[src/sadc_pkg.sv]
// Shared constants for the converter control block.
// Assumes a 32-bit APB bus, word-addressed registers, and a 10 MHz core clock.
package sadc_pkg;

    // ****************************************************************
    // Register indices; the byte address is four times the index
    // ****************************************************************
    localparam logic [9:0] IDX_OPTION = 10'h094;
    localparam logic [9:0] IDX_INTERRUPT_FLAG_REG = 10'h095;
    localparam logic [9:0] IDX_RES_LO = 10'h0aa;
    localparam logic [9:0] IDX_RES_HI = 10'h0ab;
    localparam logic [9:0] IDX_CHANNEL_SELECT_REG = 10'h0ae;
    localparam logic [9:0] IDX_AUXILIARY_CONTROL_ONE = 10'h0f8;
    localparam logic [9:0] IDX_EVT_STATUS = 10'h100;
    localparam logic [9:0] IDX_EVT_ENABLE = 10'h101;
    localparam logic [9:0] IDX_EVT_CLEAR = 10'h102;

    // ****************************************************************
    // Field positions
    // ****************************************************************
    localparam int DIV_SEL_LSB = 2;
    localparam int DONE_BIT = 4;
    localparam int START_BIT = 4;
    localparam int CHAN_LSB = 4;
    localparam int RES_LO_LSB = 4;
    localparam int EVT_DONE = 0;
    localparam int EVT_ABORT = 1;

    // ****************************************************************
    // Reset values
    // ****************************************************************
    localparam logic [7:0] OPTION_RST = 8'h00;
    localparam logic [3:0] CHAN_RST = 4'hf;
    localparam logic [1:0] EVT_RST = 2'h0;

    // ****************************************************************
    // Conversion timing in converter clock cycles
    // ****************************************************************
    localparam int RESULT_BITS = 12;
    localparam int CYC_PER_BIT = 2;
    localparam int CONV_CYCLES = 50;
    localparam int SAMPLE_CYCLES = CONV_CYCLES - RESULT_BITS * CYC_PER_BIT;
    localparam int DIV_MAX = 32;

    // ****************************************************************
    // Channel codes
    // ****************************************************************
    localparam logic [3:0] CH_LAST_EXT = 4'hb;
    localparam logic [3:0] CH_BANDGAP = 4'hc;
    localparam logic [3:0] CH_AMP_OUT = 4'he;
    localparam logic [3:0] CH_GROUND = 4'hf;

    typedef enum logic [1:0] {SADC_IDLE, SADC_SAMPLE, SADC_CONVERT} sadc_state_e;

endpackage : sadc_pkg

[src/sadc_ctl_if.sv]
// Link between the register front end and the conversion sequencer.
// Assumes both ends run on the same core clock.
`timescale 1ns/1ps
`default_nettype none
interface sadc_ctl_if;
    logic startPulse;
    logic abortPulse;
    logic convTick;
    logic cmpAbove;
    logic busy;
    logic donePulse;
    logic sampleHold;
    logic [11:0] trialCode;
    logic [11:0] result;

    modport ctl (output startPulse, abortPulse, convTick, cmpAbove,
                 input busy, donePulse, sampleHold, trialCode, result);
    modport seq (input startPulse, abortPulse, convTick, cmpAbove,
                 output busy, donePulse, sampleHold, trialCode, result);
endinterface : sadc_ctl_if
`default_nettype wire

[src/sadc_clk_div.sv]
// Converter clock enable generator.
// Assumes a free-running core clock; emits one-cycle enable pulses.
`timescale 1ns/1ps
`default_nettype none
module sadc_clk_div #(
    parameter int DIV_W = 5
) (
    // Clock and reset
    input wire logic core_clk,
    input wire logic rst_n,
    // Control
    input wire logic [1:0] divSel,
    input wire logic restart,
    // Enable out
    output logic tick
);
    logic [DIV_W-1:0] count_r;
    logic [DIV_W-1:0] last;

    assign last = DIV_W'((sadc_pkg::DIV_MAX >> divSel) - 1);
    assign tick = (count_r == last) && !restart;

    // Restart aligns the first converter cycle with the start write
    always_ff @(posedge core_clk) begin
        if (!rst_n || restart || count_r == last) begin
            count_r <= '0;
        end else begin
            count_r <= count_r + 1'b1;
        end
    end
endmodule : sadc_clk_div
`default_nettype wire

[src/sadc_seq.sv]
// Successive-approximation conversion sequencer.
// Assumes convTick pulses once per converter clock and cmpAbove is synchronised.
`timescale 1ns/1ps
`default_nettype none
module sadc_seq (
    // Clock and reset
    input wire logic core_clk,
    input wire logic rst_n,
    // Control link
    sadc_ctl_if.seq link
);
    sadc_pkg::sadc_state_e state_r;
    logic [5:0] count_r;
    logic [3:0] bitIdx_r;
    logic phase_r;
    logic [11:0] sar_r;
    logic [11:0] result_r;
    logic done_r;

    assign link.busy = (state_r != sadc_pkg::SADC_IDLE);
    assign link.donePulse = done_r;
    assign link.trialCode = sar_r;
    assign link.result = result_r;
    assign link.sampleHold = (state_r == sadc_pkg::SADC_SAMPLE);

    // ****************************************************************
    // Sequence
    // ****************************************************************
    // sample phase then two cycles per bit
    always_ff @(posedge core_clk) begin
        done_r <= 1'b0;
        if (!rst_n || link.abortPulse) begin
            state_r <= sadc_pkg::SADC_IDLE;
            count_r <= '0;
            bitIdx_r <= '0;
            phase_r <= 1'b0;
            sar_r <= '0;
        end else if (link.startPulse) begin
            state_r <= sadc_pkg::SADC_SAMPLE;
            count_r <= '0;
            phase_r <= 1'b0;
            sar_r <= '0;
        end else if (link.convTick) begin
            unique case (state_r)
                sadc_pkg::SADC_IDLE: begin
                end
                sadc_pkg::SADC_SAMPLE: begin
                    count_r <= count_r + 1'b1;
                    if (count_r == 6'(sadc_pkg::SAMPLE_CYCLES - 1)) begin
                        state_r <= sadc_pkg::SADC_CONVERT;
                        bitIdx_r <= 4'(sadc_pkg::RESULT_BITS - 1);
                        sar_r <= 12'h800;
                    end
                end
                sadc_pkg::SADC_CONVERT: begin
                    phase_r <= !phase_r;
                    if (phase_r) begin
                        // Drop the trial bit when the input sits below it
                        sar_r[bitIdx_r] <= link.cmpAbove;
                        if (bitIdx_r == 4'h0) begin
                            state_r <= sadc_pkg::SADC_IDLE;
                            done_r <= 1'b1;
                        end else begin
                            bitIdx_r <= bitIdx_r - 1'b1;
                            sar_r[bitIdx_r - 1'b1] <= 1'b1;
                        end
                    end
                end
            endcase
        end
    end

    // result loads with the done pulse
    always_ff @(posedge core_clk) begin
        if (!rst_n) begin
            result_r <= '0;
        end else if (link.convTick && state_r == sadc_pkg::SADC_CONVERT && phase_r && bitIdx_r == 4'h0) begin
            result_r <= {sar_r[11:1], link.cmpAbove};
        end
    end
endmodule : sadc_seq
`default_nettype wire

[src/sadc_top.sv]
// Converter control block: APB register file, clock divider, sequencer.
// Assumes an APB master on core_clk and an external comparator output pin.
// Summary of operation
// - divide select picks sysclk/32, /16, /8, /4
// - start bit launches; hardware clears it at end
// - software may clear start by writing zero
// - done flag sets; interrupt only when enabled
// - done clears by EFh write or new start
// - conversion lasts fifty converter clock cycles
// - result bits 11:4 high, 3:0 low upper nibble
// - channel code routes input, bandgap, amplifier, ground
// - result loads together with the done flag
`timescale 1ns/1ps
`default_nettype none
module sadc_top (
    // Clock and reset
    input wire logic core_clk,
    input wire logic rst_n,
    // APB slave
    input wire logic psel,
    input wire logic penable,
    input wire logic pwrite,
    input wire logic [11:0] paddr,
    input wire logic [31:0] pwdata,
    output logic pready,
    output logic [31:0] prdata,
    output logic pslverr,
    // Analog front end
    input wire logic cmpAbove,
    output logic sampleHold,
    output logic [11:0] dacCode,
    output logic [11:0] extInputSel,
    output logic bandgapSel,
    output logic amplifierOutSel,
    output logic groundSel,
    // Interrupt
    output logic irq
);
    // ****************************************************************
    // Declarations
    // ****************************************************************
    sadc_ctl_if link ();

    logic [7:0] option_r;
    logic [3:0] chanSel_r;
    logic convStart_r;
    logic convDoneFlag_r;
    logic [7:0] resHigh_r;
    logic [3:0] resLow_r;
    logic [1:0] divLatched_r;
    logic [3:0] chanLatched_r;
    logic [1:0] evtStatus_r;
    logic [1:0] evtEnable_r;
    logic [31:0] prdata_r;
    logic pslverr_r;
    logic [2:0] cmpSync_r;
    logic cmpStable_r;
    logic [11:0] dacCode_r;
    logic sampleHold_r;
    logic [11:0] extSel_r;
    logic bandgapSel_r;
    logic ampSel_r;
    logic groundSel_r;
    logic irq_r;

    logic [9:0] idx;
    logic aligned;
    logic setupPh;
    logic wrEn;
    logic mapped;
    logic startWrite;
    logic stopWrite;
    logic [1:0] evtSet;
    logic [31:0] rdMux;

    // ****************************************************************
    // APB decode
    // ****************************************************************
    assign idx = paddr[11:2];
    assign aligned = (paddr[1:0] == 2'h0);
    assign setupPh = psel && !penable;
    // Zero wait states: every access completes in its first access cycle
    assign pready = 1'b1;
    assign wrEn = psel && penable && pwrite && pready && mapped;
    assign prdata = prdata_r;
    assign pslverr = pslverr_r && psel && penable;

    always_comb begin
        mapped = 1'b0;
        if (aligned) begin
            unique case (idx)
                sadc_pkg::IDX_OPTION,
                sadc_pkg::IDX_INTERRUPT_FLAG_REG,
                sadc_pkg::IDX_RES_LO,
                sadc_pkg::IDX_RES_HI,
                sadc_pkg::IDX_CHANNEL_SELECT_REG,
                sadc_pkg::IDX_AUXILIARY_CONTROL_ONE,
                sadc_pkg::IDX_EVT_STATUS,
                sadc_pkg::IDX_EVT_ENABLE,
                sadc_pkg::IDX_EVT_CLEAR: mapped = 1'b1;
                default: mapped = 1'b0;
            endcase
        end
    end

    // ****************************************************************
    // Read path
    // ****************************************************************
    always_comb begin
        rdMux = 32'h0;
        unique case (idx)
            sadc_pkg::IDX_OPTION: rdMux[7:0] = option_r;
            sadc_pkg::IDX_INTERRUPT_FLAG_REG: rdMux[sadc_pkg::DONE_BIT] = convDoneFlag_r;
            sadc_pkg::IDX_RES_LO: rdMux[7:0] = {resLow_r, 4'h0};
            sadc_pkg::IDX_RES_HI: rdMux[7:0] = resHigh_r;
            sadc_pkg::IDX_CHANNEL_SELECT_REG: rdMux[7:0] = {chanSel_r, 4'h0};
            sadc_pkg::IDX_AUXILIARY_CONTROL_ONE: rdMux[sadc_pkg::START_BIT] = convStart_r;
            sadc_pkg::IDX_EVT_STATUS: rdMux[1:0] = evtStatus_r;
            sadc_pkg::IDX_EVT_ENABLE: rdMux[1:0] = evtEnable_r;
            default: rdMux = 32'h0;
        endcase
    end

    // Read data sampled in the setup cycle so prdata comes from a flop
    always_ff @(posedge core_clk) begin
        if (!rst_n) begin
            prdata_r <= 32'h0;
            pslverr_r <= 1'b0;
        end else if (setupPh) begin
            prdata_r <= (mapped && !pwrite) ? rdMux : 32'h0;
            pslverr_r <= !mapped;
        end
    end

    // ****************************************************************
    // Configuration registers
    // ****************************************************************
    always_ff @(posedge core_clk) begin
        if (!rst_n) begin
            option_r <= sadc_pkg::OPTION_RST;
        end else if (wrEn && idx == sadc_pkg::IDX_OPTION) begin
            option_r <= pwdata[7:0];
        end
    end

    always_ff @(posedge core_clk) begin
        if (!rst_n) begin
            chanSel_r <= sadc_pkg::CHAN_RST;
        end else if (wrEn && idx == sadc_pkg::IDX_CHANNEL_SELECT_REG) begin
            chanSel_r <= pwdata[sadc_pkg::CHAN_LSB +: 4];
        end
    end

    always_ff @(posedge core_clk) begin
        if (!rst_n) begin
            evtEnable_r <= sadc_pkg::EVT_RST;
        end else if (wrEn && idx == sadc_pkg::IDX_EVT_ENABLE) begin
            evtEnable_r <= pwdata[1:0];
        end
    end

    // ****************************************************************
    // Start bit
    // ****************************************************************
    assign startWrite = wrEn && idx == sadc_pkg::IDX_AUXILIARY_CONTROL_ONE && pwdata[sadc_pkg::START_BIT];
    assign stopWrite = wrEn && idx == sadc_pkg::IDX_AUXILIARY_CONTROL_ONE && !pwdata[sadc_pkg::START_BIT];

    assign link.startPulse = startWrite;
    // Idle zero writes raise no abort event
    // a zero write abandons a running conversion
    assign link.abortPulse = stopWrite && link.busy;

    always_ff @(posedge core_clk) begin
        if (!rst_n) begin
            convStart_r <= 1'b0;
        end else if (startWrite) begin
            // write of one launches; a fresh start beats the end
            convStart_r <= 1'b1;
        end else if (stopWrite) begin
            convStart_r <= 1'b0;
        end else if (link.donePulse) begin
            // hardware clears at end of conversion
            convStart_r <= 1'b0;
        end
    end

    // settings frozen for the whole conversion
    always_ff @(posedge core_clk) begin
        if (!rst_n) begin
            divLatched_r <= sadc_pkg::OPTION_RST[sadc_pkg::DIV_SEL_LSB +: 2];
            chanLatched_r <= sadc_pkg::CHAN_RST;
        end else if (startWrite) begin
            divLatched_r <= option_r[sadc_pkg::DIV_SEL_LSB +: 2];
            chanLatched_r <= chanSel_r;
        end else if (!link.busy) begin
            chanLatched_r <= chanSel_r;
        end
    end

    // ****************************************************************
    // Done flag and result
    // ****************************************************************
    always_ff @(posedge core_clk) begin
        if (!rst_n) begin
            convDoneFlag_r <= 1'b0;
        end else if (link.donePulse) begin
            // set at completion, wins over a same-cycle clear
            convDoneFlag_r <= 1'b1;
        end else if (startWrite) begin
            convDoneFlag_r <= 1'b0;
        end else if (wrEn && idx == sadc_pkg::IDX_INTERRUPT_FLAG_REG && !pwdata[sadc_pkg::DONE_BIT]) begin
            // write of EFh clears the flag
            convDoneFlag_r <= 1'b0;
        end
    end

    // result registers update with the done flag
    always_ff @(posedge core_clk) begin
        if (!rst_n) begin
            resHigh_r <= 8'h00;
            resLow_r <= 4'h0;
        end else if (link.donePulse) begin
            // bits 11:4 high byte, 3:0 low nibble
            resHigh_r <= link.result[11:4];
            resLow_r <= link.result[3:0];
        end
    end

    // ****************************************************************
    // Event status and interrupt
    // ****************************************************************
    assign evtSet[sadc_pkg::EVT_DONE] = link.donePulse;
    assign evtSet[sadc_pkg::EVT_ABORT] = link.abortPulse;

    // Set beats a same-cycle clear so no event is lost
    always_ff @(posedge core_clk) begin
        if (!rst_n) begin
            evtStatus_r <= sadc_pkg::EVT_RST;
        end else if (wrEn && idx == sadc_pkg::IDX_EVT_CLEAR) begin
            evtStatus_r <= (evtStatus_r & ~pwdata[1:0]) | evtSet;
        end else begin
            evtStatus_r <= evtStatus_r | evtSet;
        end
    end

    // Registered: one cycle late, but free of decode glitches
    // request raised only when enabled
    always_ff @(posedge core_clk) begin
        if (!rst_n) begin
            irq_r <= 1'b0;
        end else begin
            irq_r <= |(evtStatus_r & evtEnable_r);
        end
    end
    assign irq = irq_r;

    // ****************************************************************
    // Comparator pin synchroniser
    // ****************************************************************
    always_ff @(posedge core_clk) begin
        if (!rst_n) begin
            cmpSync_r <= 3'h0;
        end else begin
            cmpSync_r <= {cmpSync_r[1:0], cmpAbove};
        end
    end

    // Single-cycle spikes on the pin never reach the sequencer
    // Change accepted only once second and third stages agree
    always_ff @(posedge core_clk) begin
        if (!rst_n) begin
            cmpStable_r <= 1'b0;
        end else if (cmpSync_r[1] == cmpSync_r[2]) begin
            cmpStable_r <= cmpSync_r[2];
        end
    end
    assign link.cmpAbove = cmpStable_r;

    // ****************************************************************
    // Converter clock and sequencer
    // ****************************************************************
    sadc_clk_div #(
        .DIV_W(5)
    ) u_div (
        .core_clk(core_clk),
        .rst_n(rst_n),
        .divSel(divLatched_r),
        .restart(startWrite),
        .tick(link.convTick)
    );

    sadc_seq u_seq (
        .core_clk(core_clk),
        .rst_n(rst_n),
        .link(link.seq)
    );

    // ****************************************************************
    // Analog-side outputs
    // ****************************************************************
    always_ff @(posedge core_clk) begin
        if (!rst_n) begin
            dacCode_r <= 12'h000;
            sampleHold_r <= 1'b0;
        end else begin
            dacCode_r <= link.trialCode;
            sampleHold_r <= link.sampleHold;
        end
    end
    assign dacCode = dacCode_r;
    assign sampleHold = sampleHold_r;

    // Driven from the latch so a write during a conversion cannot move the switches
    // channel code to one-hot switch enables; reserved code opens all
    always_ff @(posedge core_clk) begin
        if (!rst_n) begin
            extSel_r <= 12'h000;
            bandgapSel_r <= 1'b0;
            ampSel_r <= 1'b0;
            groundSel_r <= 1'b0;
        end else begin
            extSel_r <= 12'h000;
            if (chanLatched_r <= sadc_pkg::CH_LAST_EXT) begin
                extSel_r[chanLatched_r] <= 1'b1;
            end
            bandgapSel_r <= (chanLatched_r == sadc_pkg::CH_BANDGAP);
            ampSel_r <= (chanLatched_r == sadc_pkg::CH_AMP_OUT);
            groundSel_r <= (chanLatched_r == sadc_pkg::CH_GROUND);
        end
    end
    assign extInputSel = extSel_r;
    assign bandgapSel = bandgapSel_r;
    assign amplifierOutSel = ampSel_r;
    assign groundSel = groundSel_r;

endmodule : sadc_top
`default_nettype wire

[config.mk]
export PLATFORM = sky130hd
export DESIGN_NAME = sadc_top
export DESIGN_NICKNAME = d
export VERILOG_FILES = /design/src/sadc_pkg.sv /design/src/sadc_ctl_if.sv /design/src/sadc_clk_div.sv /design/src/sadc_seq.sv /design/src/sadc_top.sv
export SDC_FILE = /design/constraint.sdc
export NUM_CORES = 1
export LEC_CHECK = 0
export BUFFER_PORTS_ARGS = -buffer_cell sky130_fd_sc_hd__buf_2
export CORE_AREA = 3 3 105 107
export CTS_CLUSTER_SIZE = 24
export DETAILED_ROUTE_END_ITERATION = 10
export DIE_AREA = 0 0 108 110
export GPL_TIMING_DRIVEN = 0
export MAX_ROUTING_LAYER = met4
export PLACE_DENSITY_LB_ADDON = 0.1
export SYNTH_ARGS = -nofsm -noshare
export SYNTH_HDL_FRONTEND = slang
export SYNTH_SLANG_ARGS = --single-unit
[constraint.sdc]
create_clock -name core_clk -period 2.6 [get_ports core_clk]
set_clock_uncertainty 0.1 [all_clocks]
set_input_delay 0 -clock core_clk [delete_from_list [all_inputs] [get_ports core_clk]]
set_output_delay 0 -clock core_clk [all_outputs]
set_load 0.02 [all_outputs]
== Yosys cells after proc, flatten, opt, wreduce, memory -nomap -nowiden ==
Cells that the tools add are included.
W data, S select, Z words.

* $add $sub $neg: 4
* Order comparisons: 7
* Equality and inequality tests: 25
* Shifts and indexed selects: 1
* Muxes and demuxes: 38
* Bitwise gates (word level): 10
* Reductions and logical operators: 53

{| class="wikitable"
|+ Operators by type and width
! cell !! count
|-
| $eq A10 B8 Y1 const B || 6
|-
| $mux W12 || 3
|-
| $eq A10 B9 Y1 const B || 3
|-
| $logic_and A1 B1 Y1 || 24
|-
| $pmux W12 S2 || 1
|-
| $mux W4 || 5
|-
| $lt A4 B5 Y1 const B || 3
|-
| $mux W1 || 14
|-
| $bwmux W12 || 1
|-
| $demux W1 S4 || 3
|-
| $eq A4 B4 Y1 const B || 3
|-
| $ge A4 B1 Y1 const B || 3
|-
| $or A12 B12 Y12 || 1
|-
| $pmux W3 S4 || 1
|-
| $reduce_and A5 Y1 || 2
|-
| $reduce_bool A3 Y1 || 3
|-
| $reduce_or A9 Y1 || 1
|-
| $mux W2 || 4
|-
| $mux W8 || 1
|-
| $ne A2 B1 Y1 const B || 4
|-
| $pmux W2 S2 || 2
|-
| $pmux W2 S4 || 1
|-
| $pmux W4 S2 || 1
|-
| $logic_not A1 Y1 || 7
|-
| other kinds (28) || 41
|}

* Register bits: 145
* Input port bits: 50
* Output and inout bits: 63
* Logic and storage cells: 168

== Longest topological paths before layout ==
* Depth in word-level cells: 12
* Mapped depth: 9
* Gate-level depth less buffers: 7

== Cells and area by module ==
Synthesis repeated with hierarchy kept, for this count alone.

* Cells, all modules: 587
* Area, all modules: 5624.1 um^2

{| class="wikitable"
|+ By module, submodules not included
! module !! instances !! cells an instance !! area an instance (um^2) !! sequential area each (um^2)
|-
| sadc_top || 1 || 329 || 3275.6 || 1561.5
|-
| sadc_seq || 1 || 232 || 2069.5 || 760.7
|-
| sadc_clk_div || 1 || 26 || 279.0 || 100.1
|}

== Worst setup path after synthesis ==
Ideal clock, no wire load.

* Path kind: flip-flop to flip-flop
* From: register u_seq.bitIdx_r[0]
* To: register u_seq.result_r[11], in the netlist u_seq.link.result[11]
* Library setup time: 0.128 ns
* Data arrival time: 1.851 ns
* Data required time: 2.372 ns
* Path slack: 0.521 ns
* Cell stages (with the launch flop): 9
* Path buffers: 2
* Period minus slack after synthesis: 2.079 ns
* Cells stage by stage: dfxtp_1 > inv_1 > ha_1 > buf_2 > nor3b_2 > nand3_1 > nor3_1 > clkbuf_1 > o21ai_0

* Longest elaborated chain between the ends: 2

{| class="wikitable"
|+ RTL lines
! what !! RTL line !! source
|-
| start, declared || sadc_seq.sv:14 || <nowiki>logic [3:0] bitIdx_r;</nowiki>
|-
| start signal, assigned || sadc_seq.sv:51 || <nowiki>bitIdx_r <= 4'(sadc_pkg::RESULT_BITS - 1);</nowiki>
|-
| start signal, assigned || sadc_seq.sv:64 || <nowiki>bitIdx_r <= bitIdx_r - 1'b1;</nowiki>
|-
| $logic_not A4 Y1 || sadc_seq.sv:77 || <nowiki>end else if (link.convTick && state_r == sadc_pkg::SADC_CONVERT && phase_r && bitIdx_r == 4'h0) begin</nowiki>
|-
| $logic_and A1 B1 Y1 || sadc_seq.sv:77 ||
|-
| end signal, assigned || sadc_seq.sv:78 || <nowiki>result_r <= {sar_r[11:1], link.cmpAbove};</nowiki>
|-
| end, declared || sadc_seq.sv:17 || <nowiki>logic [11:0] result_r;</nowiki>
|}

No other way between the ends.
A chain may end at the register's enable or synchronous reset.

== Worst setup path after layout ==
* From: register u_seq.bitIdx_r[0]
* To: register u_seq.result_r[2], in the netlist u_seq.link.result[2]

Same word-level chain as after synthesis.

==> metrics.md <==
| Metric | Value |
|---|---|
| Buffer depth of the longest clock path | 2 |
| Power Density | 616.2 mW/mm2 |
| Max-slew headroom | 0.5089 |
| Ys async rst share | 0 |
| Warnings, synthesis | 0 |
| Num ports | 113 |
| Post-DP Area | 0.006073 mm2 |
| Worst-skew pair later-pin latency | 0.53 ns |
| Initial antenna violation count | 0 |
| Fin crit share | 0.9432 |
| P&R area growth vs syn | 26.18% |
| Req. time, crit path | 2.90 ns |
| Sequential area share after synthesis | 0.4399 |
| Number of remaining DRC errors | 0 |
| RR Endpoint | u_seq.link.result[2] |
| Antenna diodes | 0 |
| Router iterations before antenna repair | 8 |
| Hpwl dp | 10510 um |
| CP Cell Sequence | inv_1 > ha_1 > buf_2 > nor3b_4 > nand3_1 > nor3_2 > clkbuf_1 > o21ai_0 |
| Post-Layout Cell Count | 901 |
| CTS clk-pin slew, worst paths | 0.06 ns |
| First-pass GRT wire length | 24060 um |
| Buffers & Inverters on Critical Path | 3 |
| Nets | 812 |
| Share of layout cells above drive strength 1 | 0.1882 |
| DIE AREA | 0.01188 mm2 |
| DP Cell Count | 840 |
| CP max-delay cell | nor3b_4 |
| Global Route Usage Sum | 0.2686 |
| Number of port buffers | 62 |
| Critical Path Start | u_seq.bitIdx_r[0] |
| Clk root buf | clkbuf_8 |
| Maximum clock frequency | 407.8 MHz |
| Vias per cell | 5.582 |
| Largest cells by area after synthesis | dfxtp_1 (44%), mux2i_1 (8.0%), nor2_1 (4.0%), buf_4 (3.4%), nand2_1 (3.3%) |
| Post-route setup TNS | 0 ns |
| Least-Margin Pin Slew | 0.7367 ns |
| Avg WL per Cell | 16.78 um |
| Synth top area share | 0.4399 |
| Core Box Area | 0.01023 mm2 |
| Crit. End Element | flop |
| P_leak | 2.722 nW |
| Via count | 5029 |
| Num CTS Buffers | 17 |
| Routed Antenna Nets | 0 |
| Total of max-cap violations | 0 |
| TritonCTS clock tree | built |
| R2r worst-path depth | 8 |
| Synth Area per Inst | 8.896 um2 |
| Final WL | 15120 um |
| Fin area | 0.006948 mm2 |
| Largest net degree at the start of global routing | 17 |
| Crit path depth | 8 |
| Critical Path Max Stage Delay | 0.37 ns |
| Hold path depth | 5 |
| Die height | 110 um |
| Gpl congestion | 0.9413 |
| Post-synth EDFFs | 0 |
| Worst path top cell family by delay | simple AND/OR/NAND/NOR gates |
| Design Power | 4.281 mW |
| Top FF cell, synth | dfxtp_1 |
| Gr ovfl total | 0 |
| Starting Density | 0.5382 |
| 1st-iter DRT viols | 298 |
| Die W | 108 um |
| Yosys top cell by area | dfxtp_1 |
| Status | finished clean |
| Post-Synthesis Cells | 619 |
| CTS sink cnt | 121 |
| H-tree levels | 4 |
| FP Rows | 37 |
| Final worst path period need | 2.452 ns |
| CP arrival | 2.75 ns |
| Max Fanout on Critical Path | 10 |
| RR Startpoint | u_seq.bitIdx_r[0] |
| CP Class | flop to flop |
| R2R setup slack | 0.15 ns |
| Capture point of the worst path | u_seq.link.result[2] |
| Final slew viol count | 0 |
| RSZ-0062 raised after global routing | no |
| Yosys cell types | 63 |
| Fin. Hold Viols | 0 |
| Endpoints failing setup | 0 |
| VDD IR max | 384.2 uV |
| Tightest Hold Check Type | primary input to flop |
| FF+latch count, synth | 121 |
| Post-Syn Area | 0.005507 mm2 |
| Startpoint types | flop |
| WHS | 0.03378 ns |
| Vias in the first global route | 4787 |
==> worst min-delay path by stage <==
stage          startpoint        endpoint  slack (ns)
2_1_floorplan    cmpAbove    cmpSync_r[0]        0.03
3_3_place_gp     cmpAbove    cmpSync_r[0]        0.11
3_5_place_dp     cmpAbove    cmpSync_r[0]        0.11
4_1_cts          paddr[0]     convStart_r       0.005
5_1_grt          paddr[6]  convDoneFlag_r        0.07
6_report         paddr[8]       prdata[5]        0.03
==> final cells by class <==
type,instances,area (um2)
timing repair buffer,91,600.6
fill,814,3283
multi-input combinational,445,2791
sequential,121,2422
clock buffer,17,414.1
inverter,16,60.06
tap,136,170.2
buffer,60,336.6
clock inverter,15,152.6
==> repair_timing <==
| action | CTS | global route |
|---|---|---|
| buffers inserted | 0 | 0 |
| setup endpoints to repair | 10 | 15 |
| pin swaps | 0 | 0 |
| hold buffers | 29 | 0 |
| gates resized for setup | 1 | 4 |
| hold endpoints to repair | 33 | 0 |
==> synth_stat cells (all sizes together), types with 3 or more instances <==
cell type / instances
o22ai: 10
mux2i: 44
nor2b: 4
or4: 5
nor2: 58
nor3: 28
ha: 10
nor3b: 7
a211oi: 3
or3: 3
a221oi: 3
nand3: 16
nor4: 6
a21oi: 30
buf: 35
and3: 4
and3b: 3
a31oi: 9
nand2: 48
mux2: 4
nand4: 17
o21ai: 30
xnor2: 4
and2: 17
nand2b: 4
clkbuf: 25
nand3b: 9
dfxtp: 121
o31ai: 9
inv: 15
a22oi: 6
==> sequential cells by signal, indices dropped and copies added (netlist names), 3 cells and up <==
name	cells
prdata	8
option_r	8
cmpSync_r	3
u_div.count_r	5
resHigh_r	8
u_seq.bitIdx_r	4
chanSel_r	4
chanLatched_r	4
u_seq.link.trialCode	12
dacCode	12
extInputSel	12
resLow_r	4
u_seq.count_r	6
u_seq.link.result	12
==> routing by layer <==
layer | global-route usage | routed length, um
met5 | - | 0
met4 | 0.09197 | 303
met3 | 0.05300 | 863
met2 | 0.4596 | 7600
met1 | 0.3184 | 6351
==> power breakdown <==
group	total [mW]	internal [mW]	switching, mW
clock	2.21	1.22	0.984
sequential	1.87	1.86	0.00499
combinational	0.207	0.0839	0.123
total	4.28	3.17	1.11
==> stage by stage <==
stage,worst slack (ns),util
floorplan,0.5207,-
global placement,-0.04749,0.5936
detailed placement,-0.09458,0.5936
CTS,0.01824,0.6779
global route,0.004908,0.6791
finish,0.1477,0.6791
==> logic make-up after synthesis <==
| group | count (synthesis) | synth area share |
|---|---|---|
| AND/OR/NAND/NOR | 239 | 0.2336 |
| flip-flops | 121 | 0.4399 |
| AO/OA/AOI/OAI | 117 | 0.1329 |
| buffers and inverters | 76 | 0.07180 |
| multiplexers | 48 | 0.08816 |
| adder cells (fa/ha/maj) | 10 | 0.02272 |
| XOR/XNOR | 6 | 0.009543 |
| other | 2 | 0.001364 |
==> worst register-to-register path: cells and delay by family (launching register included) <==
kind	cells	cell delay [ns]
compound gates	1	0.16
fa+ha+maj	1	0.14
buf+inv	3	0.66
flops	1	0.36
simple gates	3	0.90
==> cell usage in the layout (no fill, tap or decap), types with 3 or more instances in the layout <==
cell,count
nor2_1,58
conb_1,25
or3_1,3
mux2i_1,44
dlygate4sd3_1,29
and3b_1,3
nand3_1,16
nand2_1,48
nor3_1,25
mux2_2,4
a31oi_1,9
a22oi_1,6
nor3b_1,5
o31ai_1,9
o21ai_0,29
o22ai_1,10
ha_1,10
nand2b_1,4
a221oi_1,3
and2_1,16
a211oi_1,3
xnor2_1,4
clkinvlp_4,3
nand4_1,17
clkbuf_16,16
inv_8,4
buf_2,69
inv_1,15
nand3b_1,9
nor3_2,3
nor2b_1,4
and3_1,4
clkbuf_1,24
inv_6,4
a21oi_1,30
dfxtp_1,121
or4_1,5
nor4_1,4
buf_4,25
No activity file was read; power rests on OpenSTA's default activity.
